===== config.mk =====
export PLATFORM = sky130hd
export DESIGN_NAME = dof_top
export DESIGN_NICKNAME = d
export VERILOG_FILES = /design/src/core/dof_pkg.sv /design/src/core/dof_lane_if.sv /design/src/core/dof_shift_lane.sv /design/src/core/dof_top.sv
export SDC_FILE = /design/constraint.sdc
export NUM_CORES = 1
export LEC_CHECK = 0
export ABC_AREA = 1
export BUFFER_PORTS_ARGS = -buffer_cell sky130_fd_sc_hd__buf_2
export CORE_AREA = 2 2 226 139
export DETAILED_ROUTE_END_ITERATION = 10
export DIE_AREA = 0 0 228 141
export PLACE_DENSITY = 0.68
export SLEW_MARGIN = 20
export SYNTH_ARGS = -nofsm -noshare
export SYNTH_HDL_FRONTEND = slang
export SYNTH_SLANG_ARGS = --single-unit

===== constraint.sdc =====
create_clock -name clock -period 3.9 [get_ports clock]
set_input_delay 0.39 -clock clock [delete_from_list [all_inputs] [get_ports clock]]
set_output_delay 0.39 -clock clock [all_outputs]
set_load 0.03 [all_outputs]

===== src/core/dof_pkg.sv =====
// constants, field positions and helper functions for the direct output formatter
// assumes both configuration words are held stable by the control interface
package dof_pkg;

    localparam int unsigned DOF_WORD_W      = 16;
    localparam int unsigned DOF_NUM_TYPES   = 8;
    localparam int unsigned DOF_CLOCK_HZ    = 100_000_000;

    // output_port_config fields
    localparam int unsigned DOF_TAG_LO      = 0;
    localparam int unsigned DOF_TAG_W       = 2;
    localparam int unsigned DOF_DIV_LO      = 14;
    localparam int unsigned DOF_SYNC_LATE   = 17;
    localparam int unsigned DOF_CLK_INV     = 18;
    localparam int unsigned DOF_SYNC_HIGH   = 19;
    localparam int unsigned DOF_SEC_SEL_LO  = 20;
    localparam int unsigned DOF_PRI_SEL_LO  = 22;
    localparam int unsigned DOF_PAR16_OFF   = 25;

    // serial_link_config fields
    localparam int unsigned DOF_COUNT_LO    = 21;
    localparam int unsigned DOF_SRC_ONE_LO  = 25;
    localparam int unsigned DOF_SRC_TWO_LO  = 28;

    // serial word type codes
    localparam logic [2:0] DOF_T_I      = 3'h0;
    localparam logic [2:0] DOF_T_Q      = 3'h1;
    localparam logic [2:0] DOF_T_MAG    = 3'h2;
    localparam logic [2:0] DOF_T_PHASE  = 3'h3;
    localparam logic [2:0] DOF_T_FREQUENCY_WORD   = 3'h4;
    localparam logic [2:0] DOF_T_TIMING = 3'h5;
    localparam logic [2:0] DOF_T_GAIN   = 3'h6;
    localparam logic [2:0] DOF_T_ZERO   = 3'h7;

    // parallel bus source selects
    localparam logic [1:0] DOF_PSEL_I     = 2'h0;
    localparam logic [1:0] DOF_PSEL_MAG   = 2'h1;
    localparam logic [1:0] DOF_PSEL_FREQUENCY_WORD  = 2'h2;
    localparam logic [1:0] DOF_SSEL_Q     = 2'h0;
    localparam logic [1:0] DOF_SSEL_PHASE = 2'h1;
    localparam logic [1:0] DOF_SSEL_MAG   = 2'h2;

    // least significant bit tag codes, 00 and 01 keep the true bit
    localparam logic [1:0] DOF_TAG_ZERO   = 2'h2;
    localparam logic [1:0] DOF_TAG_ONE    = 2'h3;

    localparam logic [3:0] DOF_LAST_BIT   = 4'hf;

    function automatic logic [15:0] dof_tag_word(input logic [15:0] w, input logic [1:0] tag);
        logic [15:0] r;
        r = w;
        if (tag == DOF_TAG_ZERO)
        begin
            r[0] = 1'b0;
        end
        else if (tag == DOF_TAG_ONE)
        begin
            r[0] = 1'b1;
        end
        return r;
    endfunction : dof_tag_word

    // successor field of a word type in the link word; zeros links to zeros
    function automatic logic [2:0] dof_successor(input logic [31:0] link, input logic [2:0] t);
        logic [2:0] r;
        r = DOF_T_ZERO;
        case (t)
            DOF_T_I:      r = link[20:18];
            DOF_T_Q:      r = link[17:15];
            DOF_T_MAG:    r = link[14:12];
            DOF_T_PHASE:  r = link[11:9];
            DOF_T_FREQUENCY_WORD:   r = link[8:6];
            DOF_T_GAIN:   r = link[5:3];
            DOF_T_TIMING: r = link[2:0];
            default:      r = DOF_T_ZERO;
        endcase
        return r;
    endfunction : dof_successor

    // low byte of a parallel bus is blanked when 16-bit mode is off
    function automatic logic [15:0] dof_par_mask(input logic [15:0] w, input logic off16);
        return off16 ? {w[15:8], 8'h00} : w;
    endfunction : dof_par_mask

endpackage : dof_pkg


===== src/core/dof_lane_if.sv =====
// link between the chain sequencer and one serial shift lane
// assumes a single clock shared by both ends
`timescale 1ns/1ns
`default_nettype none
interface dof_lane_if;
    logic        tick;
    logic        load;
    logic [15:0] word;
    logic        bit_out;
    logic        last;

    modport ctrl (output tick, output load, output word, input bit_out, input last);
    modport lane (input tick, input load, input word, output bit_out, output last);
endinterface : dof_lane_if
`default_nettype wire


===== src/core/dof_shift_lane.sv =====
// one serial shift lane: loads a word and shifts it msb first on shift ticks
// assumes tick is a one-cycle pulse at the internal shift clock rising edge
`timescale 1ns/1ns
`default_nettype none
module dof_shift_lane
    import dof_pkg::*;
(
    input  wire logic  clock,
    input  wire logic  rst,
    dof_lane_if.lane   lp
);

    logic [15:0] shreg_q;
    logic [3:0]  cnt_q;
    logic        act_q;
    logic        out_q;

    always_ff @(posedge clock)
    begin
        if (rst)
        begin
            shreg_q <= 16'h0000;
            cnt_q   <= 4'h0;
            act_q   <= 1'b0;
        end
        else if (lp.tick)
        begin
            if (lp.load)
            begin
                shreg_q <= lp.word;
                cnt_q   <= 4'h0;
                act_q   <= 1'b1;
            end
            else if (act_q)
            begin
                shreg_q <= {shreg_q[14:0], 1'b0};
                cnt_q   <= cnt_q + 4'h1;
                if (cnt_q == DOF_LAST_BIT)
                begin
                    act_q <= 1'b0;
                end
            end
        end
    end

    // pin bit held in its own flop so it changes only on a tick
    always_ff @(posedge clock)
    begin
        if (rst)
        begin
            out_q <= 1'b0;
        end
        else if (lp.tick)
        begin
            if (lp.load)
            begin
                out_q <= lp.word[15];
            end
            else
            begin
                out_q <= act_q && (cnt_q != DOF_LAST_BIT) && shreg_q[14];
            end
        end
    end

    assign lp.bit_out = out_q;
    assign lp.last    = act_q && (cnt_q == DOF_LAST_BIT);

endmodule : dof_shift_lane
`default_nettype wire


===== src/core/dof_top.sv =====
// direct output formatter: parallel direct buses with strobe, dual serial streams
// assumes sample words and strobes come from back-end logic on the same clock
// Function
// - primary bus source from bits 23:22, secondary from bits 21:20 of port config
// - primary carries in-phase, magnitude or frequency; secondary quadrature, phase, magnitude
// - upper bytes always parallel; full 16-bit output when bit 25 is zero
// - active-low strobe low exactly the first cycle a new primary word shows
// - symbol words update once per symbol, frequency at filter output rate
// - in-phase/quadrature aligned; magnitude/phase aligned but one sample later
// - frequency lags by filter delay; strobe then follows decimated filter rate
// - two serial streams of 16-bit words; each type used once overall
// - shift clock is backend clock divided by 1, 2, 4, 8 or 16 (bits 16:14)
// - serial data changes on internal shift clock rise; bit 18 inverts pin clock
// - bit 17 puts sync with each word msb or after its lsb
// - bit 19 selects sync pulse active low or active high
// - bits 13:0 make each type lsb true data, fixed one or fixed zero
// - link bits 24:21 set word count; both streams carry the same count
// - magnitude and gain sent unsigned with leading zero; others two's complement
// - link bits 25:30 hold first word type of each stream
// - type codes: in-phase, quadrature, magnitude, phase, frequency, timing, gain, zeros
// - next word is the successor of the current type until count reached
// - latest frequency repeated every sample until a new filter output
// - successor fields three bits per type from bits 20:18 down to 2:0
// - new sample data preempts the word being shifted; late sync then lost
`timescale 1ns/1ns
`default_nettype none
module dof_top
    import dof_pkg::*;
(
    input  wire logic        clock,
    input  wire logic        rst,
    input  wire logic [31:0] serial_link_config,
    input  wire logic [31:0] output_port_config,
    input  wire logic [15:0] i_word,
    input  wire logic [15:0] q_word,
    input  wire logic [15:0] magnitude_word,
    input  wire logic [15:0] phase_word,
    input  wire logic [15:0] frequency_word,
    input  wire logic [15:0] timing_error_word,
    input  wire logic [15:0] gain_word,
    input  wire logic        sample_valid,
    input  wire logic        frequency_word_valid,
    output logic      [15:0] primary_parallel_bus,
    output logic      [15:0] secondary_parallel_bus,
    output logic             word_valid_strobe_n,
    output logic             serial_stream_one,
    output logic             serial_stream_two,
    output logic             shift_clock_out,
    output logic             word_sync_pulse
);

    typedef enum logic {DOF_CH_IDLE, DOF_CH_RUN} dof_chain_e;

    // configuration fields
    logic [1:0] pri_sel;
    logic [1:0] sec_sel;
    logic       par16_off;
    logic [2:0] div_sel;
    logic       sync_late;
    logic       clk_inv;
    logic       sync_high;
    logic [3:0] word_count;
    logic [2:0] src_one;
    logic [2:0] src_two;

    assign pri_sel    = output_port_config[DOF_PRI_SEL_LO +: 2];
    assign sec_sel    = output_port_config[DOF_SEC_SEL_LO +: 2];
    assign par16_off  = output_port_config[DOF_PAR16_OFF];
    assign div_sel    = output_port_config[DOF_DIV_LO +: 3];
    assign sync_late  = output_port_config[DOF_SYNC_LATE];
    assign clk_inv    = output_port_config[DOF_CLK_INV];
    assign sync_high  = output_port_config[DOF_SYNC_HIGH];
    assign word_count = serial_link_config[DOF_COUNT_LO +: 4];
    assign src_one    = serial_link_config[DOF_SRC_ONE_LO +: 3];
    assign src_two    = serial_link_config[DOF_SRC_TWO_LO +: 3];

    // sample alignment stage
    logic [15:0] mag_d1_q;
    logic [15:0] phase_d1_q;
    logic [15:0] frequency_word_hold_q;

    // polar words held one sample so they trail their cartesian pair
    always_ff @(posedge clock)
    begin
        if (rst)
        begin
            mag_d1_q   <= 16'h0000;
            phase_d1_q <= 16'h0000;
        end
        else if (sample_valid)
        begin
            mag_d1_q   <= magnitude_word;
            phase_d1_q <= phase_word;
        end
    end

    // last filter output, reused by the serial side every sample
    always_ff @(posedge clock)
    begin
        if (rst)
        begin
            frequency_word_hold_q <= 16'h0000;
        end
        else if (frequency_word_valid)
        begin
            frequency_word_hold_q <= frequency_word;
        end
    end

    // parallel direct outputs
    logic        pri_event;
    logic [15:0] pri_value;
    logic [15:0] sec_value;
    logic [15:0] pri_q;
    logic [15:0] sec_q;
    logic        strobe_n_q;

    always_comb
    begin
        pri_event = sample_valid;
        pri_value = i_word;
        case (pri_sel)
            DOF_PSEL_I:
            begin
                pri_value = i_word;
            end
            DOF_PSEL_MAG:
            begin
                pri_value = mag_d1_q;
            end
            DOF_PSEL_FREQUENCY_WORD:
            begin
                pri_event = frequency_word_valid;
                pri_value = frequency_word;
            end
            default:
            begin
                pri_value = i_word;
            end
        endcase
    end

    always_comb
    begin
        case (sec_sel)
            DOF_SSEL_Q:     sec_value = q_word;
            DOF_SSEL_PHASE: sec_value = phase_d1_q;
            DOF_SSEL_MAG:   sec_value = mag_d1_q;
            default:        sec_value = q_word;
        endcase
    end

    always_ff @(posedge clock)
    begin
        if (rst)
        begin
            pri_q <= 16'h0000;
        end
        else if (pri_event)
        begin
            pri_q <= dof_par_mask(pri_value, par16_off);
        end
    end

    // secondary follows the symbol rate only, so it may skew from the strobe
    always_ff @(posedge clock)
    begin
        if (rst)
        begin
            sec_q <= 16'h0000;
        end
        else if (sample_valid)
        begin
            sec_q <= dof_par_mask(sec_value, par16_off);
        end
    end

    always_ff @(posedge clock)
    begin
        if (rst)
        begin
            strobe_n_q <= 1'b1;
        end
        else
        begin
            strobe_n_q <= ~pri_event;
        end
    end

    assign primary_parallel_bus   = pri_q;
    assign secondary_parallel_bus = sec_q;
    assign word_valid_strobe_n    = strobe_n_q;

    // serial sample set, tagged and formatted at capture
    logic [15:0] raw   [0:DOF_NUM_TYPES-1];
    logic [15:0] snap_q[0:DOF_NUM_TYPES-1];

    always_comb
    begin
        raw[DOF_T_I]      = i_word;
        raw[DOF_T_Q]      = q_word;
        raw[DOF_T_MAG]    = {1'b0, mag_d1_q[14:0]};
        raw[DOF_T_PHASE]  = phase_d1_q;
        raw[DOF_T_FREQUENCY_WORD]   = frequency_word_hold_q;
        raw[DOF_T_TIMING] = timing_error_word;
        raw[DOF_T_GAIN]   = {1'b0, gain_word[14:0]};
        raw[DOF_T_ZERO]   = 16'h0000;
    end

    always_ff @(posedge clock)
    begin
        if (rst)
        begin
            for (int t = 0; t < DOF_NUM_TYPES; t++)
            begin
                snap_q[t] <= 16'h0000;
            end
        end
        else if (sample_valid)
        begin
            for (int t = 0; t < DOF_NUM_TYPES - 1; t++)
            begin
                snap_q[t] <= dof_tag_word(raw[t],
                    output_port_config[DOF_TAG_LO + DOF_TAG_W * t +: DOF_TAG_W]);
            end
            snap_q[DOF_T_ZERO] <= raw[DOF_T_ZERO];
        end
    end

    // shift clock divider
    logic [4:0] div_n;
    logic [3:0] half_n;
    logic [3:0] div_cnt_q;
    logic [3:0] div_cnt_d;
    logic       tick;
    logic       sclk_q;

    always_comb
    begin
        case (div_sel)
            3'h0:    div_n = 5'h01;
            3'h1:    div_n = 5'h02;
            3'h2:    div_n = 5'h04;
            3'h3:    div_n = 5'h08;
            default: div_n = 5'h10;
        endcase
        half_n    = div_n[4:1];
        tick      = ({1'b0, div_cnt_q} >= (div_n - 5'h01));
        div_cnt_d = tick ? 4'h0 : (div_cnt_q + 4'h1);
    end

    always_ff @(posedge clock)
    begin
        if (rst)
        begin
            div_cnt_q <= 4'h0;
            sclk_q    <= 1'b0;
        end
        else
        begin
            div_cnt_q <= div_cnt_d;
            sclk_q    <= (div_cnt_d < half_n); // high half starts at each tick
        end
    end

    // divide by one has no slower edge to build, so the backend clock itself goes out
    assign shift_clock_out = ((div_n == 5'h01) ? clock : sclk_q) ^ clk_inv;

    // chain sequencer
    dof_lane_if lane_one ();
    dof_lane_if lane_two ();

    dof_chain_e  chain_q;
    logic [3:0]  idx_q;
    logic [2:0]  type_one_q;
    logic [2:0]  type_two_q;
    logic        start_q;
    logic        load;
    logic        finish;
    logic [2:0]  next_one;
    logic [2:0]  next_two;
    logic        sync_next;
    logic        sync_pin_q;

    always_comb
    begin
        load     = 1'b0;
        finish   = 1'b0;
        next_one = type_one_q;
        next_two = type_two_q;
        if (start_q && (word_count != 4'h0))
        begin
            load     = 1'b1;
            next_one = src_one;
            next_two = src_two;
        end
        else if ((chain_q == DOF_CH_RUN) && lane_one.last)
        begin
            if ((idx_q + 4'h1) < word_count)
            begin
                load     = 1'b1;
                next_one = dof_successor(serial_link_config, type_one_q);
                next_two = dof_successor(serial_link_config, type_two_q);
            end
            else
            begin
                finish = 1'b1;
            end
        end
        // early sync marks the msb period, late sync the period after the lsb
        sync_next = sync_late ? ((chain_q == DOF_CH_RUN) && lane_one.last) : load;
    end

    // a new sample set always wins over clearing the pending start
    always_ff @(posedge clock)
    begin
        if (rst)
        begin
            start_q <= 1'b0;
        end
        else if (sample_valid)
        begin
            start_q <= 1'b1;
        end
        else if (tick)
        begin
            start_q <= 1'b0;
        end
    end

    always_ff @(posedge clock)
    begin
        if (rst)
        begin
            chain_q    <= DOF_CH_IDLE;
            idx_q      <= 4'h0;
            type_one_q <= DOF_T_ZERO;
            type_two_q <= DOF_T_ZERO;
        end
        else if (tick)
        begin
            type_one_q <= next_one;
            type_two_q <= next_two;
            if (load)
            begin
                chain_q <= DOF_CH_RUN;
                idx_q   <= (start_q && (word_count != 4'h0)) ? 4'h0 : (idx_q + 4'h1);
            end
            else if (finish)
            begin
                chain_q <= DOF_CH_IDLE;
            end
        end
    end

    always_ff @(posedge clock)
    begin
        if (rst)
        begin
            sync_pin_q <= 1'b0;
        end
        else if (tick)
        begin
            sync_pin_q <= sync_next ^ ~sync_high;
        end
    end

    // both lanes share tick and load so streams stay bit aligned
    assign lane_one.tick = tick;
    assign lane_one.load = tick && load;
    assign lane_one.word = snap_q[next_one];
    assign lane_two.tick = tick;
    assign lane_two.load = tick && load;
    assign lane_two.word = snap_q[next_two];

    dof_shift_lane u_lane_one
    (
        .clock (clock),
        .rst   (rst),
        .lp    (lane_one)
    );

    dof_shift_lane u_lane_two
    (
        .clock (clock),
        .rst   (rst),
        .lp    (lane_two)
    );

    assign serial_stream_one = lane_one.bit_out;
    assign serial_stream_two = lane_two.bit_out;
    assign word_sync_pulse   = sync_pin_q;

endmodule : dof_top
`default_nettype wire


== Word-level counts from Yosys, hierarchy flattened ==
Memories as Yosys holds them, arrays and structs flattened.
Cells that the tools add are included.
Word-level totals
  register bits: 141
  memory bits (writable): 128
  input bits: 180
  output and inout port bits: 37
  memories kept: 1
Cells by class
  $add $sub $neg: 5
  $lt $le $gt $ge: 3
  equality and inequality tests: 38
  multiplexer cells: 85
  bitwise operators: 12
  reduce and logical (&&, ||, !) cells: 20
Memory list
  snap_q: words 8, bits a word 16, rd ports 2, clocked after memory_dff 0, write ports 8, line dof_top.sv:196  | logic [15:0] snap_q[0:DOF_NUM_TYPES-1];
Operators with widths (count)
  2-to-1 mux 16 bit: 8
  one-hot mux 16 bit (2 select lines): 2
  2-to-1 mux 15 bit: 4
  2-to-1 mux 1 bit: 54
  one-hot mux 3 bit (7 select lines): 2
  equality test 2 bit (second input constant): 16
  2-to-1 mux 4 bit: 6
  one-hot mux 5 bit (4 select lines): 1
  equality test 3 x 2 -> 1 bit (second input constant): 6
  equality test 3 bit (second input constant): 6
  2-to-1 mux 3 bit: 6
  adder 4 x 1 -> 4 bit (second input constant): 4
  2-to-1 mux 8 bit: 2
  equality test 3 x 1 -> 1 bit (second input constant): 3
  zero test 3 bit: 3
  equality test 4 bit (second input constant): 2
  logical AND 1 bit: 8
  < comparator 4 bit: 2
  != test 4 bit (second input constant): 2
  OR 1 bit: 8
  AND reduction 2 bit: 4
  nonzero test 2 bit: 4
  equality test 5 x 1 -> 1 bit (second input constant): 1
  greater-or-equal comparator 4 x 5 -> 1 bit: 1
  other kinds (5): 8

== Longest topological paths before layout ==
  depth after elaboration: 8
  mapped depth: 18

== Hierarchy ==
A second synthesis with hierarchy kept.
Second synthesis, totals
  cells, all modules: 1952
  area, all modules: 13804.5 um^2
Modules (own cells, without submodules)
  dof_top: times used 1, cells each 1640, area each 11777.5 um^2, sequential area each 5285.1 um^2
  dof_shift_lane: times used 2, cells each 156, area each 1013.5 um^2, sequential area each 420.4 um^2

==> impl_metrics.toml <==
[sta]
rsz0062_at_grt = "false"
finalClockSkew_ps = 9.847
setup_viol = 0
fin_tns_setup_ps = 0
hold_violations = 0
worstMarginPinSlew_ps = 1094
fin_ws_ps = 522.5
finalMaxSlewViolations = 0
relSlewSlack_pct = 26.82

[grt]
track_usage_pct = 26.76
grt_pass1_vias = 12380
grt_pass1_wl_mm = 68.27
grt_max_degree = 85
antenna_found_initial = 1
grt_overflow = 0

[place]
numPortBuffers = 207
dpl.hpwl_mm = 30.57
gp_congestion = 0.9201
dp_slack_ps = 569.0

[hold_path]
hp-class = "in2reg"
min_path_cells = 3

[setup_path]
max_stage_delay_ps = 210
path_cells = "clkbuf_16, clkbuf_16, clkbuf_16, inv_1, a31oi_1, xor2_1, buf_2"
worstPathMaxFanout = 12
rr_worst_depth = 12
crit_type = "clk2out"
cp.depth = 7
critPathTopFamily = "buffers and inverters"
path_buf_inv = 5
cp_slowest_cell = "clkbuf_16"
critPathArrivalTime_ps = 2990
required_ps = 3510
end_kind = "output pin"
startpoint_type = "clock port"
crit_path_frequent_cell = "clkbuf_16"

[logic_synthesis]
synth_xor_xnor_area_share_pct = 0.5899
synth-seq-cells = 251
syn_nets = 1980
synth-compound-area-share_pct = 13.73
synthSimpleGateAreaFrac_pct = 26.16
seq_area_frac_synth_pct = 45.84
muxShareOfSynthArea_pct = 0
ys_warn_count = 0
synth_top_family_by_area = "simple AND/OR/NAND/NOR gates"
synth_fa_ha_area_share_pct = 1.873
syn_area_mm2 = 0.01336
syn_area_per_cell_um2 = 7.507
synthCells = 1780
ys_types = 44

[route]
top_layer_used = "met4"
drt-initial-drc-count = 1557
drt_first_pass_iters = 6
post_drt_via_cell_ratio = 5.538
wirelength_mm = 44.05
wl_met3_mm = 4.390
drc_errors = 0
wl_per_cell_um = 18.69
dr_wl_met2_mm = 18.03
route.vias.total = 13050
m1WireLength_mm = 20.80
final_antenna_net_count = 0

[power]
seqPwrFrac_pct = 45.9
power.share.switching_pct = 30.50
powerDensity_mw_per_mm2 = 426.4
p_int_mw = 4.563
clkPwrFrac_pct = 35.6
switchingPower_mw = 2.002
power.leakage_nw = 6.994
worst_ir_drop_vdd_mv = 0.2921
p_comb_share_pct = 18.4

[cts]
cts.repair.resized = 0
htreeDepth = 1
cts_setup_buffers = 0
clk_pin_slew_ps = 60
cts_tree = "yes"
cts_buffers = 25
cts_buffer_depth = 3
cts_root_buffer = "clkbuf_16"
cts_hold_buffers = 0
insertion_delay_ps = 540

[floorplan]
dieWidth_um = 228
die-area_mm2 = 0.03215
ios = 217
rows = 50
start_util_pct = 43.95
die_h_um = 141
core_area_mm2 = 0.03040

[status]
status = "finished clean"

[finish]
num_antenna_cells = 0
areaGrowthSynthToFinish_pct = 15.22
nFillCells = 3029
final_cell_mix = "nand3_1, inv_1, nand2_1, buf_2, nor2_1"
drive_gt1_share_pct = 15.71
final_common_cell = "nand3_1"
final_nets = 2123

[flow_run]
maxCapViolCount = 0
==> per-layer routing <==
metal	GRT usage [%]	vias to the layer above
li1	-	6218
met1	40.62	6114
met2	38.24	663
met3	6.189	59
met4	6.158	0
met5	0	-
==> state kept, by name (all words and copies together) (netlist names), 15 cells and up <==
| name | flops |
|---|---|
| frequency_word_hold_q | 16 |
| mag_d1_q | 16 |
| phase_d1_q | 16 |
| primary_parallel_bus | 16 |
| secondary_parallel_bus | 16 |
| snap_q | 110 |
| u_lane_one.shreg_q | 15 |
| u_lane_two.shreg_q | 15 |
==> power groups by stage <==
stage	registers [mW]	clock network (mW)	logic, mW
after floorplan	3.08	0.0122	0.756
after global placement	3.06	0.0142	1.16
after detailed placement	3.07	0.0142	1.19
after CTS	3.01	2.36	1.19
after global routing	3.03	2.46	1.34
final	3.01	2.34	1.21
==> tightest hold or removal path: cells and delay by family <==
kind | cells | cell delay (ps)
AOI/OAI and AO/OA | 1 | 50
buffers and inverters | 1 | 80
and+or+nand+nor | 1 | 40
==> metrics by stage <==
stage	total power [mW]	cells	hold slack (ps)	cell area [µm²]	util, %
5_1_grt	6.823	2357	50.67	15400	50.64
6_report	6.565	2357	46.90	15400	50.64
3_3_place_gp	4.243	2312	447.6	14650	48.18
2_1_floorplan	3.846	1780	438.9	13360	-
3_5_place_dp	4.267	2312	459.6	14650	48.18
4_1_cts	6.560	2357	35.78	15400	50.64
==> synth_stat cells (all sizes together) <==
library cell / instances / area (µm²)
nand3: 353 / 1772
inv: 275 / 1032
nand2: 250 / 955.9
nor2: 152 / 606.8
dfxtp: 141 / 2823
o21ai: 132 / 660.6
a21oi: 129 / 653.1
edfxtp: 110 / 3303
clkbuf: 64 / 240.2
buf: 50 / 297.8
o211ai: 25 / 187.7
ha: 20 / 250.2
o22ai: 17 / 106.4
nand4: 15 / 100.1
a221oi: 9 / 78.83
o221ai: 8 / 70.07
xor2: 7 / 61.31
nor3: 5 / 30.03
a31oi: 4 / 40.04
or2: 4 / 25.02
clkinv: 2 / 7.510
xnor2: 2 / 17.52
a211oi: 1 / 7.510
a21boi: 1 / 7.510
and3: 1 / 6.260
o21a: 1 / 7.510
o21bai: 1 / 7.510
o31ai: 1 / 7.510
==> cell type report <==
| cell class | count | area [µm²] | share of cell area [%] |
|---|---|---|---|
| Timing Repair Buffer | 229 | 1254 | 8.142 |
| Clock buffer | 33 | 666.9 | 4.331 |
| Inverter | 276 | 1036 | 6.728 |
| Clock inverter | 14 | 90.09 | 0.5851 |
| Multi-Input combinational cell | 1138 | 5704 | 37.05 |
| Sequential cell | 251 | 6126 | 39.79 |
| Tap cell | 416 | 520.5 | 3.380 |
==> cell families (layout without fill, tap and decap cells) <==
group                      count (synthesis)  after routing
xor gates and xnor gates                   9              9
and+or+nand+nor                          780            780
buffers and inverters                    391            552
DFF                                      251            251
AOI/OAI and AO/OA                        329            329
adders and majority gates                 20             20
==> final timing paths <==
check                                  startpoint                    end  slack, ps
worst max-delay path                        clock        shift_clock_out        520
worst min-delay path            magnitude_word[5]            mag_d1_q[5]         50
worst max register to register           idx_q[0]  u_lane_one.lp.bit_out        780
worst min register to register            chain_q                chain_q        470
(Power assumes the default switching activity.)
